$ cat config.mk
export PLATFORM = sky130hd
export DESIGN_NAME = rfs_supervisor
export DESIGN_NICKNAME = d
export VERILOG_FILES = /design/src/logic/rfs_sync.v /design/src/logic/rfs_uv_qual.v /design/src/logic/rfs_supervisor.v
export VERILOG_INCLUDE_DIRS = /design/src /design/src/logic
export SDC_FILE = /design/constraint.sdc
export NUM_CORES = 1
export LEC_CHECK = 0
export BUFFER_PORTS_ARGS = -buffer_cell sky130_fd_sc_hd__buf_2
export CORE_AREA = 2 2 156 158
export DETAILED_ROUTE_END_ITERATION = 16
export DIE_AREA = 0 0 158 160
export GPL_ROUTABILITY_DRIVEN = 1
export PLACE_DENSITY_LB_ADDON = 0.1
export SLEW_MARGIN = 10
export SYNTH_ARGS = -nofsm -noshare
export SYNTH_HDL_FRONTEND = slang
export SYNTH_HIERARCHICAL = 1
export SYNTH_SLANG_ARGS = --single-unit
$ cat constraint.sdc
create_clock -name pclk -period 2.6 [get_ports pclk]
set_input_delay 0.52 -clock pclk [delete_from_list [all_inputs] [get_ports pclk]]
set_output_delay 0.52 -clock pclk [all_outputs]
set_load 0.02 [all_outputs]
$ cat src/logic/rfs_map.vh
// constants for the regulator fault supervisor: offsets, fields, timing
// assumes a single pclk domain at the rate given below
`ifndef RFS_MAP_VH
`define RFS_MAP_VH
// ======================================================================
// timing
`define RFS_CLK_MHZ        200
`define RFS_UV_TIME_US     1000
`define RFS_UV_CYCLES      (`RFS_UV_TIME_US * `RFS_CLK_MHZ)
`define RFS_UV_CNT_W       18
// ======================================================================
// thresholds, millivolt and microamp codes
`define RFS_UV_MARGIN_MV   295
`define RFS_SOV_TRIP_MV    1800
`define RFS_SOV_REL_MV     850
`define RFS_OC_GAIN        5
`define RFS_OC_DIV         6
`define RFS_BR_SRC_UA      10
// ======================================================================
// register offsets
`define RFS_A_CTRL         8'h00
`define RFS_A_STATUS       8'h04
`define RFS_A_INT_STAT     8'h08
`define RFS_A_INT_EN       8'h0c
`define RFS_A_INT_CLR      8'h10
// ======================================================================
// fields
`define RFS_CTRL_EN        0
`define RFS_CTRL_RST       1'h1
`define RFS_EV_OC          0
`define RFS_EV_OV          1
`define RFS_EV_SOV         2
`define RFS_EV_UV          3
`define RFS_EV_PG          4
`define RFS_EV_W           5
`define RFS_ST_OC_CORE     0
`define RFS_ST_OC_BR       1
`define RFS_ST_OV          2
`define RFS_ST_SOV         3
`define RFS_ST_UV          4
`define RFS_ST_PG          5
`define RFS_ST_CLAMP       6
`define RFS_ST_FSM         8
`endif

$ cat src/logic/rfs_sync.v
// two-flop synchroniser for asynchronous pins
// assumes pclk domain; bits are independent levels
`timescale 1ns/10ps
module rfs_sync #(
  parameter W = 1
) (
  input  wire         pclk,
  input  wire         presetn,
  input  wire         ce,
  input  wire [W-1:0] d_in,
  output wire [W-1:0] q_out
);
  // ====================================================================
  // stages
  reg [W-1:0] meta_ff;
  reg [W-1:0] sync_ff;

  always @(posedge pclk or negedge presetn) begin
    if (!presetn) begin
      meta_ff <= {W{1'b0}};
      sync_ff <= {W{1'b0}};
    end else if (ce) begin
      meta_ff <= d_in;
      sync_ff <= meta_ff;
    end
  end

  assign q_out = sync_ff;
endmodule // rfs_sync

$ cat src/logic/rfs_uv_qual.v
// undervoltage qualifier: condition must hold for CYCLES clocks
// assumes below and arm come from pclk logic
`timescale 1ns/10ps
`include "rfs_map.vh"
module rfs_uv_qual #(
  parameter             CNT_W  = `RFS_UV_CNT_W,
  parameter [CNT_W-1:0] CYCLES = `RFS_UV_CYCLES
) (
  input  wire pclk,
  input  wire presetn,
  input  wire ce,
  input  wire arm,
  input  wire below,
  output wire uv_hit
);
  // ====================================================================
  // counter restarts whenever the condition drops
  reg [CNT_W-1:0] cnt_ff;
  reg             hit_ff;
  wire            last = (cnt_ff == CYCLES - {{(CNT_W-1){1'b0}}, 1'b1});

  always @(posedge pclk or negedge presetn) begin
    if (!presetn) begin
      cnt_ff <= {CNT_W{1'b0}};
      hit_ff <= 1'b0;
    end else if (ce) begin
      if (!(arm && below)) begin
        cnt_ff <= {CNT_W{1'b0}};
        hit_ff <= 1'b0;
      end else if (!last) begin
        cnt_ff <= cnt_ff + {{(CNT_W-1){1'b0}}, 1'b1};
      end else begin
        hit_ff <= 1'b1;
      end
    end
  end

  assign uv_hit = hit_ff;
endmodule // rfs_uv_qual

$ cat src/logic/rfs_supervisor.v
// fault supervisor for a core and a bridge buck output, with apb slave
// assumes sense codes come from on-chip converters clocked by pclk;
// enable, supply monitor and overvoltage comparators are async pins
//
// How it works
// overcurrent stops both regulators, drivers tri-stated
// overcurrent pulls regulation ok low
// no self restart; enable or supply cycle clears
// overvoltage latches ok low, all switches off
// overvoltage cleared by enable low or supply low
// enable and supply back starts a soft-start
// above 1.8V clamps low side, latches ok low
// clamp holds until below 0.85V, then off
// clamp repeats whenever 1.8V is exceeded again
// severe latch clears only on enable low
// overvoltage watch stays on while enabled
// 295mV below target for 1ms latches undervoltage
// undervoltage turns all drivers off, ok low
// undervoltage path independent of overcurrent path
// core trip when 5x cap voltage exceeds trip/6
// bridge trip when drop exceeds 10uA times resistor
// ok low in shutdown and soft-start until in limits
// ok low while disabled or supply low
// pins synchronised; 1ms counted in clock cycles
`timescale 1ns/10ps
`include "rfs_map.vh"
module rfs_supervisor #(
  parameter                    VW        = 12,
  parameter                    OCW       = 16,
  parameter                    BRW       = 16,
  parameter [`RFS_UV_CNT_W-1:0] UV_CYCLES = `RFS_UV_CYCLES
) (
  input  wire           pclk,
  input  wire           presetn,
  input  wire           ce,
  input  wire           psel,
  input  wire           penable,
  input  wire           pwrite,
  input  wire [7:0]     paddr,
  input  wire [31:0]    pwdata,
  output wire [31:0]    prdata,
  output wire           pready,
  output wire           pslverr,
  output wire           irq,
  input  wire           enable_in,
  input  wire           supply_ok_in,
  input  wire           core_ov_cmp_in,
  input  wire           bridge_ov_cmp_in,
  input  wire [VW-1:0]  core_vout_mv,
  input  wire [VW-1:0]  bridge_vout_mv,
  input  wire [VW-1:0]  core_voltage_code_target,
  input  wire [VW-1:0]  bridge_voltage_code_target,
  input  wire [OCW-1:0] core_cap_sense,
  input  wire [OCW-1:0] core_trip_level_input,
  input  wire [BRW-1:0] bridge_ls_drop_uv,
  input  wire [BRW-1:0] bridge_trip_resistor_pin,
  input  wire [1:0]     pwm_hs_req,
  input  wire [1:0]     pwm_ls_req,
  input  wire           soft_start_done,
  output wire           soft_start_go,
  output wire [1:0]     drv_hs_on,
  output wire [1:0]     drv_ls_on,
  output wire [1:0]     drv_hiz,
  output wire           regulation_ok_out,
  output wire           regulation_ok_oe
);
  // ====================================================================
  // states
  localparam [1:0] ST_OFF   = 2'h0;
  localparam [1:0] ST_SOFT  = 2'h1;
  localparam [1:0] ST_RUN   = 2'h2;
  localparam [1:0] ST_FAULT = 2'h3;

  localparam [VW-1:0]  SOV_TRIP = `RFS_SOV_TRIP_MV;
  localparam [VW-1:0]  SOV_REL  = `RFS_SOV_REL_MV;
  localparam [VW:0]    UV_MARG  = `RFS_UV_MARGIN_MV;
  localparam [OCW+2:0] OC_GAIN  = `RFS_OC_GAIN;
  localparam [OCW-1:0] OC_DIV   = `RFS_OC_DIV;
  localparam [BRW+3:0] BR_SRC   = `RFS_BR_SRC_UA;

  // ====================================================================
  // pin synchronisers
  wire [3:0] pin_s;
  rfs_sync #(.W(4)) u_sync (
    .pclk    (pclk),
    .presetn (presetn),
    .ce      (ce),
    .d_in    ({bridge_ov_cmp_in, core_ov_cmp_in, supply_ok_in,
               enable_in}),
    .q_out   (pin_s)
  );

  reg        ctrl_en_ff;
  wire       en_on   = pin_s[0] & ctrl_en_ff;
  wire       sup_on  = pin_s[1];
  wire       chip_on = en_on & sup_on;
  wire [1:0] ov_s    = pin_s[3:2];

  // ====================================================================
  // overcurrent comparisons
  wire [OCW+2:0] core_amp  = {3'h0, core_cap_sense} * OC_GAIN;
  wire [OCW-1:0] core_lim  = core_trip_level_input / OC_DIV;
  wire           core_oc   = core_amp > {3'h0, core_lim};
  wire [BRW+3:0] br_lim    = {4'h0, bridge_trip_resistor_pin} * BR_SRC;
  wire           br_oc     = {4'h0, bridge_ls_drop_uv} > br_lim;

  // ====================================================================
  // per-output voltage watch
  wire [2*VW-1:0] vout = {bridge_vout_mv, core_vout_mv};
  wire [2*VW-1:0] vtgt = {bridge_voltage_code_target,
                          core_voltage_code_target};
  reg  [1:0]      state_ff;
  reg  [1:0]      clamp_ff;
  wire [1:0]      sov_hi;
  wire [1:0]      uv_below;
  wire [1:0]      uv_hit;
  wire            run_st   = (state_ff == ST_RUN);

  genvar gi;
  generate
    for (gi = 0; gi < 2; gi = gi + 1) begin : g_out
      wire [VW-1:0] v = vout[gi*VW +: VW];
      wire [VW-1:0] t = vtgt[gi*VW +: VW];
      assign sov_hi[gi]   = v > SOV_TRIP;
      assign uv_below[gi] = ({1'b0, v} + UV_MARG) < {1'b0, t};

      always @(posedge pclk or negedge presetn) begin
        if (!presetn) begin
          clamp_ff[gi] <= 1'b0;
        end else if (ce) begin
          if (chip_on && sov_hi[gi]) begin
            clamp_ff[gi] <= 1'b1;
          end else if (!en_on || v < SOV_REL) begin
            clamp_ff[gi] <= 1'b0;
          end
        end
      end

      rfs_uv_qual #(.CNT_W(`RFS_UV_CNT_W), .CYCLES(UV_CYCLES)) u_uv (
        .pclk    (pclk),
        .presetn (presetn),
        .ce      (ce),
        .arm     (run_st),
        .below   (uv_below[gi]),
        .uv_hit  (uv_hit[gi])
      );
    end
  endgenerate

  // ====================================================================
  // fault latches
  reg  oc_core_ff, oc_br_ff, ov_ff, sov_ff, uv_ff;
  reg  nxt_oc_core, nxt_oc_br, nxt_ov, nxt_sov, nxt_uv;
  wire active  = (state_ff == ST_SOFT) || run_st;
  wire any_flt = oc_core_ff | oc_br_ff | ov_ff | sov_ff | uv_ff;

  always @* begin
    nxt_oc_core = oc_core_ff | (active & core_oc);
    nxt_oc_br   = oc_br_ff | (active & br_oc);
    nxt_ov      = ov_ff | (chip_on & (|ov_s));
    nxt_sov     = sov_ff | (chip_on & (|sov_hi));
    nxt_uv      = uv_ff | (active & (|uv_hit));
    if (!sup_on) begin
      nxt_oc_core = 1'b0;
      nxt_oc_br   = 1'b0;
      nxt_ov      = 1'b0;
      nxt_uv      = 1'b0;
    end
    if (!en_on) begin
      nxt_oc_core = 1'b0;
      nxt_oc_br   = 1'b0;
      nxt_ov      = 1'b0;
      nxt_sov     = 1'b0;
      nxt_uv      = 1'b0;
    end
  end

  // ====================================================================
  // sequencer
  reg [1:0] nxt_state;
  reg       go_ff;
  wire      in_limits = ~(|sov_hi) & ~(|ov_s) & ~(|uv_below);

  always @* begin
    nxt_state = state_ff;
    case (state_ff)
      ST_OFF: begin
        if (chip_on && !any_flt) begin
          nxt_state = ST_SOFT;
        end
      end
      ST_SOFT: begin
        if (!chip_on) begin
          nxt_state = ST_OFF;
        end else if (any_flt) begin
          nxt_state = ST_FAULT;
        end else if (soft_start_done && in_limits) begin
          nxt_state = ST_RUN;
        end
      end
      ST_RUN: begin
        if (!chip_on) begin
          nxt_state = ST_OFF;
        end else if (any_flt) begin
          nxt_state = ST_FAULT;
        end
      end
      ST_FAULT: begin
        if (!any_flt) begin
          nxt_state = ST_OFF;
        end
      end
      default: nxt_state = ST_OFF;
    endcase
  end

  // ====================================================================
  // driver and regulation ok outputs
  reg [1:0] hs_ff, ls_ff, hiz_ff;
  reg [1:0] nxt_hs, nxt_ls, nxt_hiz;
  reg       pg_ff;
  wire      oc_any  = oc_core_ff | oc_br_ff;
  wire      nxt_pg  = run_st & chip_on & ~any_flt;
  integer   k;

  always @* begin
    nxt_hs  = 2'h0;
    nxt_ls  = 2'h0;
    nxt_hiz = 2'h0;
    for (k = 0; k < 2; k = k + 1) begin
      if (clamp_ff[k]) begin
        nxt_ls[k] = 1'b1;
      end else if (oc_any) begin
        nxt_hiz[k] = 1'b1;
      end else if (active && chip_on && !any_flt) begin
        nxt_hs[k] = pwm_hs_req[k];
        nxt_ls[k] = pwm_ls_req[k] & ~pwm_hs_req[k];
      end
    end
  end // ov, severe and uv latches fall through to all off

  always @(posedge pclk or negedge presetn) begin
    if (!presetn) begin
      state_ff   <= ST_OFF;
      go_ff      <= 1'b0;
      oc_core_ff <= 1'b0;
      oc_br_ff   <= 1'b0;
      ov_ff      <= 1'b0;
      sov_ff     <= 1'b0;
      uv_ff      <= 1'b0;
      hs_ff      <= 2'h0;
      ls_ff      <= 2'h0;
      hiz_ff     <= 2'h0;
      pg_ff      <= 1'b0;
    end else if (ce) begin
      state_ff   <= nxt_state;
      go_ff      <= (state_ff == ST_OFF) && (nxt_state == ST_SOFT);
      oc_core_ff <= nxt_oc_core;
      oc_br_ff   <= nxt_oc_br;
      ov_ff      <= nxt_ov;
      sov_ff     <= nxt_sov;
      uv_ff      <= nxt_uv;
      hs_ff      <= nxt_hs;
      ls_ff      <= nxt_ls;
      hiz_ff     <= nxt_hiz;
      pg_ff      <= nxt_pg;
    end
  end

  assign soft_start_go     = go_ff;
  assign drv_hs_on         = hs_ff;
  assign drv_ls_on         = ls_ff;
  assign drv_hiz           = hiz_ff;
  assign regulation_ok_out = 1'b0;
  assign regulation_ok_oe  = ~pg_ff;

  // ====================================================================
  // interrupt events
  reg  [`RFS_EV_W-1:0] int_stat_ff;
  reg  [`RFS_EV_W-1:0] int_en_ff;
  reg  [`RFS_EV_W-1:0] ev;
  reg  [`RFS_EV_W-1:0] clr;

  always @* begin
    ev = {`RFS_EV_W{1'b0}};
    ev[`RFS_EV_OC]  = (nxt_oc_core | nxt_oc_br) & ~oc_any;
    ev[`RFS_EV_OV]  = nxt_ov & ~ov_ff;
    ev[`RFS_EV_SOV] = nxt_sov & ~sov_ff;
    ev[`RFS_EV_UV]  = nxt_uv & ~uv_ff;
    ev[`RFS_EV_PG]  = pg_ff & ~nxt_pg;
  end

  assign irq = |(int_stat_ff & int_en_ff);

  // ====================================================================
  // apb slave, zero wait while clock enable is high
  wire acc    = psel & penable & ce;
  wire wr     = acc & pwrite;
  wire setup  = psel & ~penable & ~pwrite & ce;
  wire hit    = (paddr == `RFS_A_CTRL) || (paddr == `RFS_A_STATUS) ||
                (paddr == `RFS_A_INT_STAT) || (paddr == `RFS_A_INT_EN) ||
                (paddr == `RFS_A_INT_CLR);
  reg  [31:0] rd_ff;
  reg  [31:0] nxt_rd;
  reg  [31:0] status;

  always @* begin
    clr = {`RFS_EV_W{1'b0}};
    if (wr && paddr == `RFS_A_INT_CLR) begin
      clr = pwdata[`RFS_EV_W-1:0];
    end
  end

  always @* begin
    status = 32'h0000_0000;
    status[`RFS_ST_OC_CORE]      = oc_core_ff;
    status[`RFS_ST_OC_BR]        = oc_br_ff;
    status[`RFS_ST_OV]           = ov_ff;
    status[`RFS_ST_SOV]          = sov_ff;
    status[`RFS_ST_UV]           = uv_ff;
    status[`RFS_ST_PG]           = pg_ff;
    status[`RFS_ST_CLAMP +: 2]   = clamp_ff;
    status[`RFS_ST_FSM +: 2]     = state_ff;
    nxt_rd = 32'h0000_0000;
    case (paddr)
      `RFS_A_CTRL:     nxt_rd[`RFS_CTRL_EN] = ctrl_en_ff;
      `RFS_A_STATUS:   nxt_rd = status;
      `RFS_A_INT_STAT: nxt_rd[`RFS_EV_W-1:0] = int_stat_ff;
      `RFS_A_INT_EN:   nxt_rd[`RFS_EV_W-1:0] = int_en_ff;
      default:         nxt_rd = 32'h0000_0000;
    endcase
  end

  always @(posedge pclk or negedge presetn) begin
    if (!presetn) begin
      ctrl_en_ff  <= `RFS_CTRL_RST;
      int_en_ff   <= {`RFS_EV_W{1'b0}};
      int_stat_ff <= {`RFS_EV_W{1'b0}};
      rd_ff       <= 32'h0000_0000;
    end else if (ce) begin
      int_stat_ff <= (int_stat_ff & ~clr) | ev;
      if (setup) begin
        rd_ff <= nxt_rd;
      end
      if (wr && paddr == `RFS_A_CTRL) begin
        ctrl_en_ff <= pwdata[`RFS_CTRL_EN];
      end
      if (wr && paddr == `RFS_A_INT_EN) begin
        int_en_ff <= pwdata[`RFS_EV_W-1:0];
      end
    end
  end

  assign pready  = ce;
  assign pslverr = acc & ~hit;
  assign prdata  = rd_ff;
endmodule // rfs_supervisor

==> results.py <==
metrics = {
    "floorplan": {
        "coreArea_sq_um": 23820,
        "dieArea_sq_um": 25280,
        "initial_core_util_pct": 39.11,
        "dieHeight_um": 160,
        "die_w_um": 158,
        "ios": 211,
        "rows": 57,
    },
    "logic_synthesis": {
        "avgSynthCellArea_sq_um": 8.265,
        "syn_area_sq_um": 9315,
        "synth_xor_area_share_pct": 4.030,
        "synth_edf_count": 0,
        "synth_top_family_by_area": "compound AO/OA/AOI/OAI gates",
        "yosysWarnings": 6,
        "yosys.area_share.simple_pct": 21.28,
        "synth_top_flop_cell": "dfrtp_1",
        "netlist_instances": 1127,
        "synth-seq-cells": 84,
        "yosysUniqueCellTypes": 94,
        "yosysMostFrequentCell": "nand2_1",
        "synthTopCellsByCount": "118 x nand2_1, 115 x ha_1, 83 x dfrtp_1, 79 x inv_1, 74 x nor2_1",
        "yosys.area_share.adder_pct": 15.88,
        "synthTopCellsByArea": "dfrtp_1 22%, ha_1 15%, nand2_1 4.8%",
        "synth_compound_area_share_pct": 24.61,
        "async_reset_ff_share_pct": 100.0,
        "ys_seq_area_share_pct": 22.58,
        "yosys.area.top_type": "dfrtp_1",
        "synth_top_area_share_pct": 22.30,
        "synth.area.mux_share_pct": 4.016,
    },
    "setup_path": {
        "r2r_cells": 6,
        "critical-path-top-delay-family": "compound AO/OA/AOI/OAI gates",
        "cp-end-kind": "flip-flop",
        "path_buf_inv": 2,
        "cp.required_ns": 2.83,
        "slowest_stage": "or3b_4",
        "worstPathArrival_ns": 4.98,
        "r2r-start": "state_ff[0]",
        "timing.rr.end": "g_out[1].u_uv/cnt_ff[3]",
        "worst-path-max-fanout": 7,
        "r2r_slack_ns": -0.04,
        "startpoint": "core_trip_level_input[13]",
        "crit_type": "in -> reg",
        "cp_slowest_stage_delay_ns": 0.40,
        "startpoint_type": "primary input",
    },
    "finish": {
        "design_area_sq_um": 13050,
        "fin_cells": 1807,
        "post-route-util_pct": 54.79,
        "area_delta_synth_final_pct": 40.11,
        "nNetsFinal": 1760,
        "layout-drive-gt1-share_pct": 37.81,
        "fill_cells": 2299,
    },
    "clock_network": {
        "holdBufCountCts": 0,
        "clk_latency_ns": 0.35,
        "clkTransAtPathRegs_ns": 0.06,
        "htree_levels": 3,
        "clockBufferDepth": 2,
        "cts_num_sinks": 84,
        "numCtsBuffers": 9,
        "cts_tree": "yes",
        "cts_root_buffer": "clkbuf_16",
    },
    "placed_design": {
        "dpl.cell_count": 1766,
        "placed_area_sq_um": 12030,
        "gp_congestion": 0.8226,
        "io_buffers": 159,
        "pre_cts_slack_ns": -2.628,
        "dpl.hpwl_um": 21170,
    },
    "timing": {
        "finalHoldViolCount": 0,
        "holdWs_ns": 0.1551,
        "max_freq_mhz": 210.7,
        "drv_slew": 0,
        "skew_ns": 0.007426,
        "fin_crit_ns": 4.745,
        "worst_pin_slew_ns": 1.363,
        "fin_ws_ns": -2.145,
        "report.final.setup_viol": 43,
        "rsz0062_at_grt": "true",
        "setup_tns_ns": -25.55,
        "maxSlewHeadroom_pct": 9.153,
        "finalCritPeriodShare_pct": 182.5,
    },
    "power": {
        "p_total_mw": 5.014,
        "powerDensity_nw_per_um2": 384.2,
        "vdd_drop_max_mv": 0.2940,
        "power_leakage_nw": 6.188,
    },
    "detailed_routing": {
        "drtIter0Drc": 441,
        "wirelength_um": 26870,
        "ant_nets": 0,
        "via_per_inst": 5.263,
        "via_count": 9510,
        "drt-wirelength-per-cell_um": 14.87,
        "drc": 0,
        "dr.pass1.iters": 5,
    },
    "worst_hold_path": {
        "hold_class": "in -> async",
    },
    "global_route": {
        "grt_antenna_before_repair": 5,
        "grt_pass1_wl_um": 44620,
        "grt.overflow.total": 0,
        "grt_use_total_pct": 21.42,
        "grt_pass1_vias": 9397,
        "grt_max_degree": 48,
    },
    "run_status": {
        "failed_checks": "negative setup slack",
        "status": "finished, violations left",
    },
    "run": {
        "maxCapViolCount": 0,
    },
}
## power by group
group	internal, mW	switching [mW]
combinational	1.17	1.14
clock	0.749	0.569
sequential	1.35	0.0402
## state kept, by name, indices dropped and copies added (netlist names), 2 cells and up
name	flops
g_out.u_uv/uv_hit	2
drv_hs_on	2
state_ff	2
u_sync/meta_ff	4
drv_ls_on	2
drv_hiz	2
prdata	10
u_sync/q_out	4
int_stat_ff	5
clamp_ff	2
int_en_ff	5
g_out.u_uv/cnt_ff	36
## area by class of cell
type / instances / area [sq um] / share of cell area, %
Sequential cell: 84 / 2103 / 16.12
Antenna cell: 2 / 5.005 / 0.03835
Multi-Input combinational cell: 922 / 7256 / 55.59
Timing Repair Buffer: 380 / 2659 / 20.37
Tap cell: 324 / 405.4 / 3.106
Clock buffer: 9 / 225.2 / 1.726
Inverter: 79 / 321.6 / 2.464
Clock inverter: 7 / 76.32 / 0.5848
## layout by cell type, fill, tap and decap left out, types with 21 or more instances in the layout
master / instances
buf_4: 200
buf_2: 147
nand2_1: 110
ha_1: 107
dfrtp_1: 83
inv_1: 72
nor2_1: 64
a21oi_1: 50
xnor2_1: 31
o21ai_0: 30
nand3_1: 27
conb_1: 23
nor3_1: 21
buf_6: 21
## timing repair
action / CTS / global route
hold endpoints to repair: 0 / 0
setup endpoints to repair: 43 / 43
pin swaps: 55 / 38
gates resized for setup: 97 / 42
setup buffers: 19 / 4
cloned: 4 / 1
## worst register-to-register path: cells and delay by family, from the launching register on
kind / cells / cell delay [ns]
adders and majority gates: 1 / 1.08
and+or+nand+nor: 2 / 0.61
DFF: 1 / 0.47
buffers and inverters: 2 / 0.35
AOI/OAI and AO/OA: 1 / 0.07
## kinds of logic (layout without fill, tap and decap cells)
kind of cell / count (synthesis) / in the layout
AO/OA/AOI/OAI: 323 / 323
multiplexers: 29 / 29
buffers and inverters: 147 / 475
AND/OR/NAND/NOR: 384 / 388
flip-flops: 84 / 84
adder cells (fa/ha/maj): 117 / 117
other: 1 / 25
XOR/XNOR: 42 / 42
## how the worst max path moves through the flow
| stage | to | slack, ns | cells past startpoint |
|---|---|---|---|
| after floorplan | int_stat_ff[0] | -2.10 | 29 |
| after global placement | int_stat_ff[0] | -2.51 | 26 |
| after detailed placement | int_stat_ff[0] | -2.63 | 27 |
| after CTS | int_stat_ff[0] | -2.14 | 25 |
| after global routing | int_stat_ff[0] | -2.43 | 27 |
| final | int_stat_ff[0] | -2.15 | 26 |
## layer usage
metal / global-route usage, % / share of wire, %
met5: 0 / 0.15
met4: 7.084 / 2.5
met3: 3.338 / 4.0
met2: 35.83 / 47
met1: 28.09 / 46
Note: power is estimated with default switching activity, not from simulation.
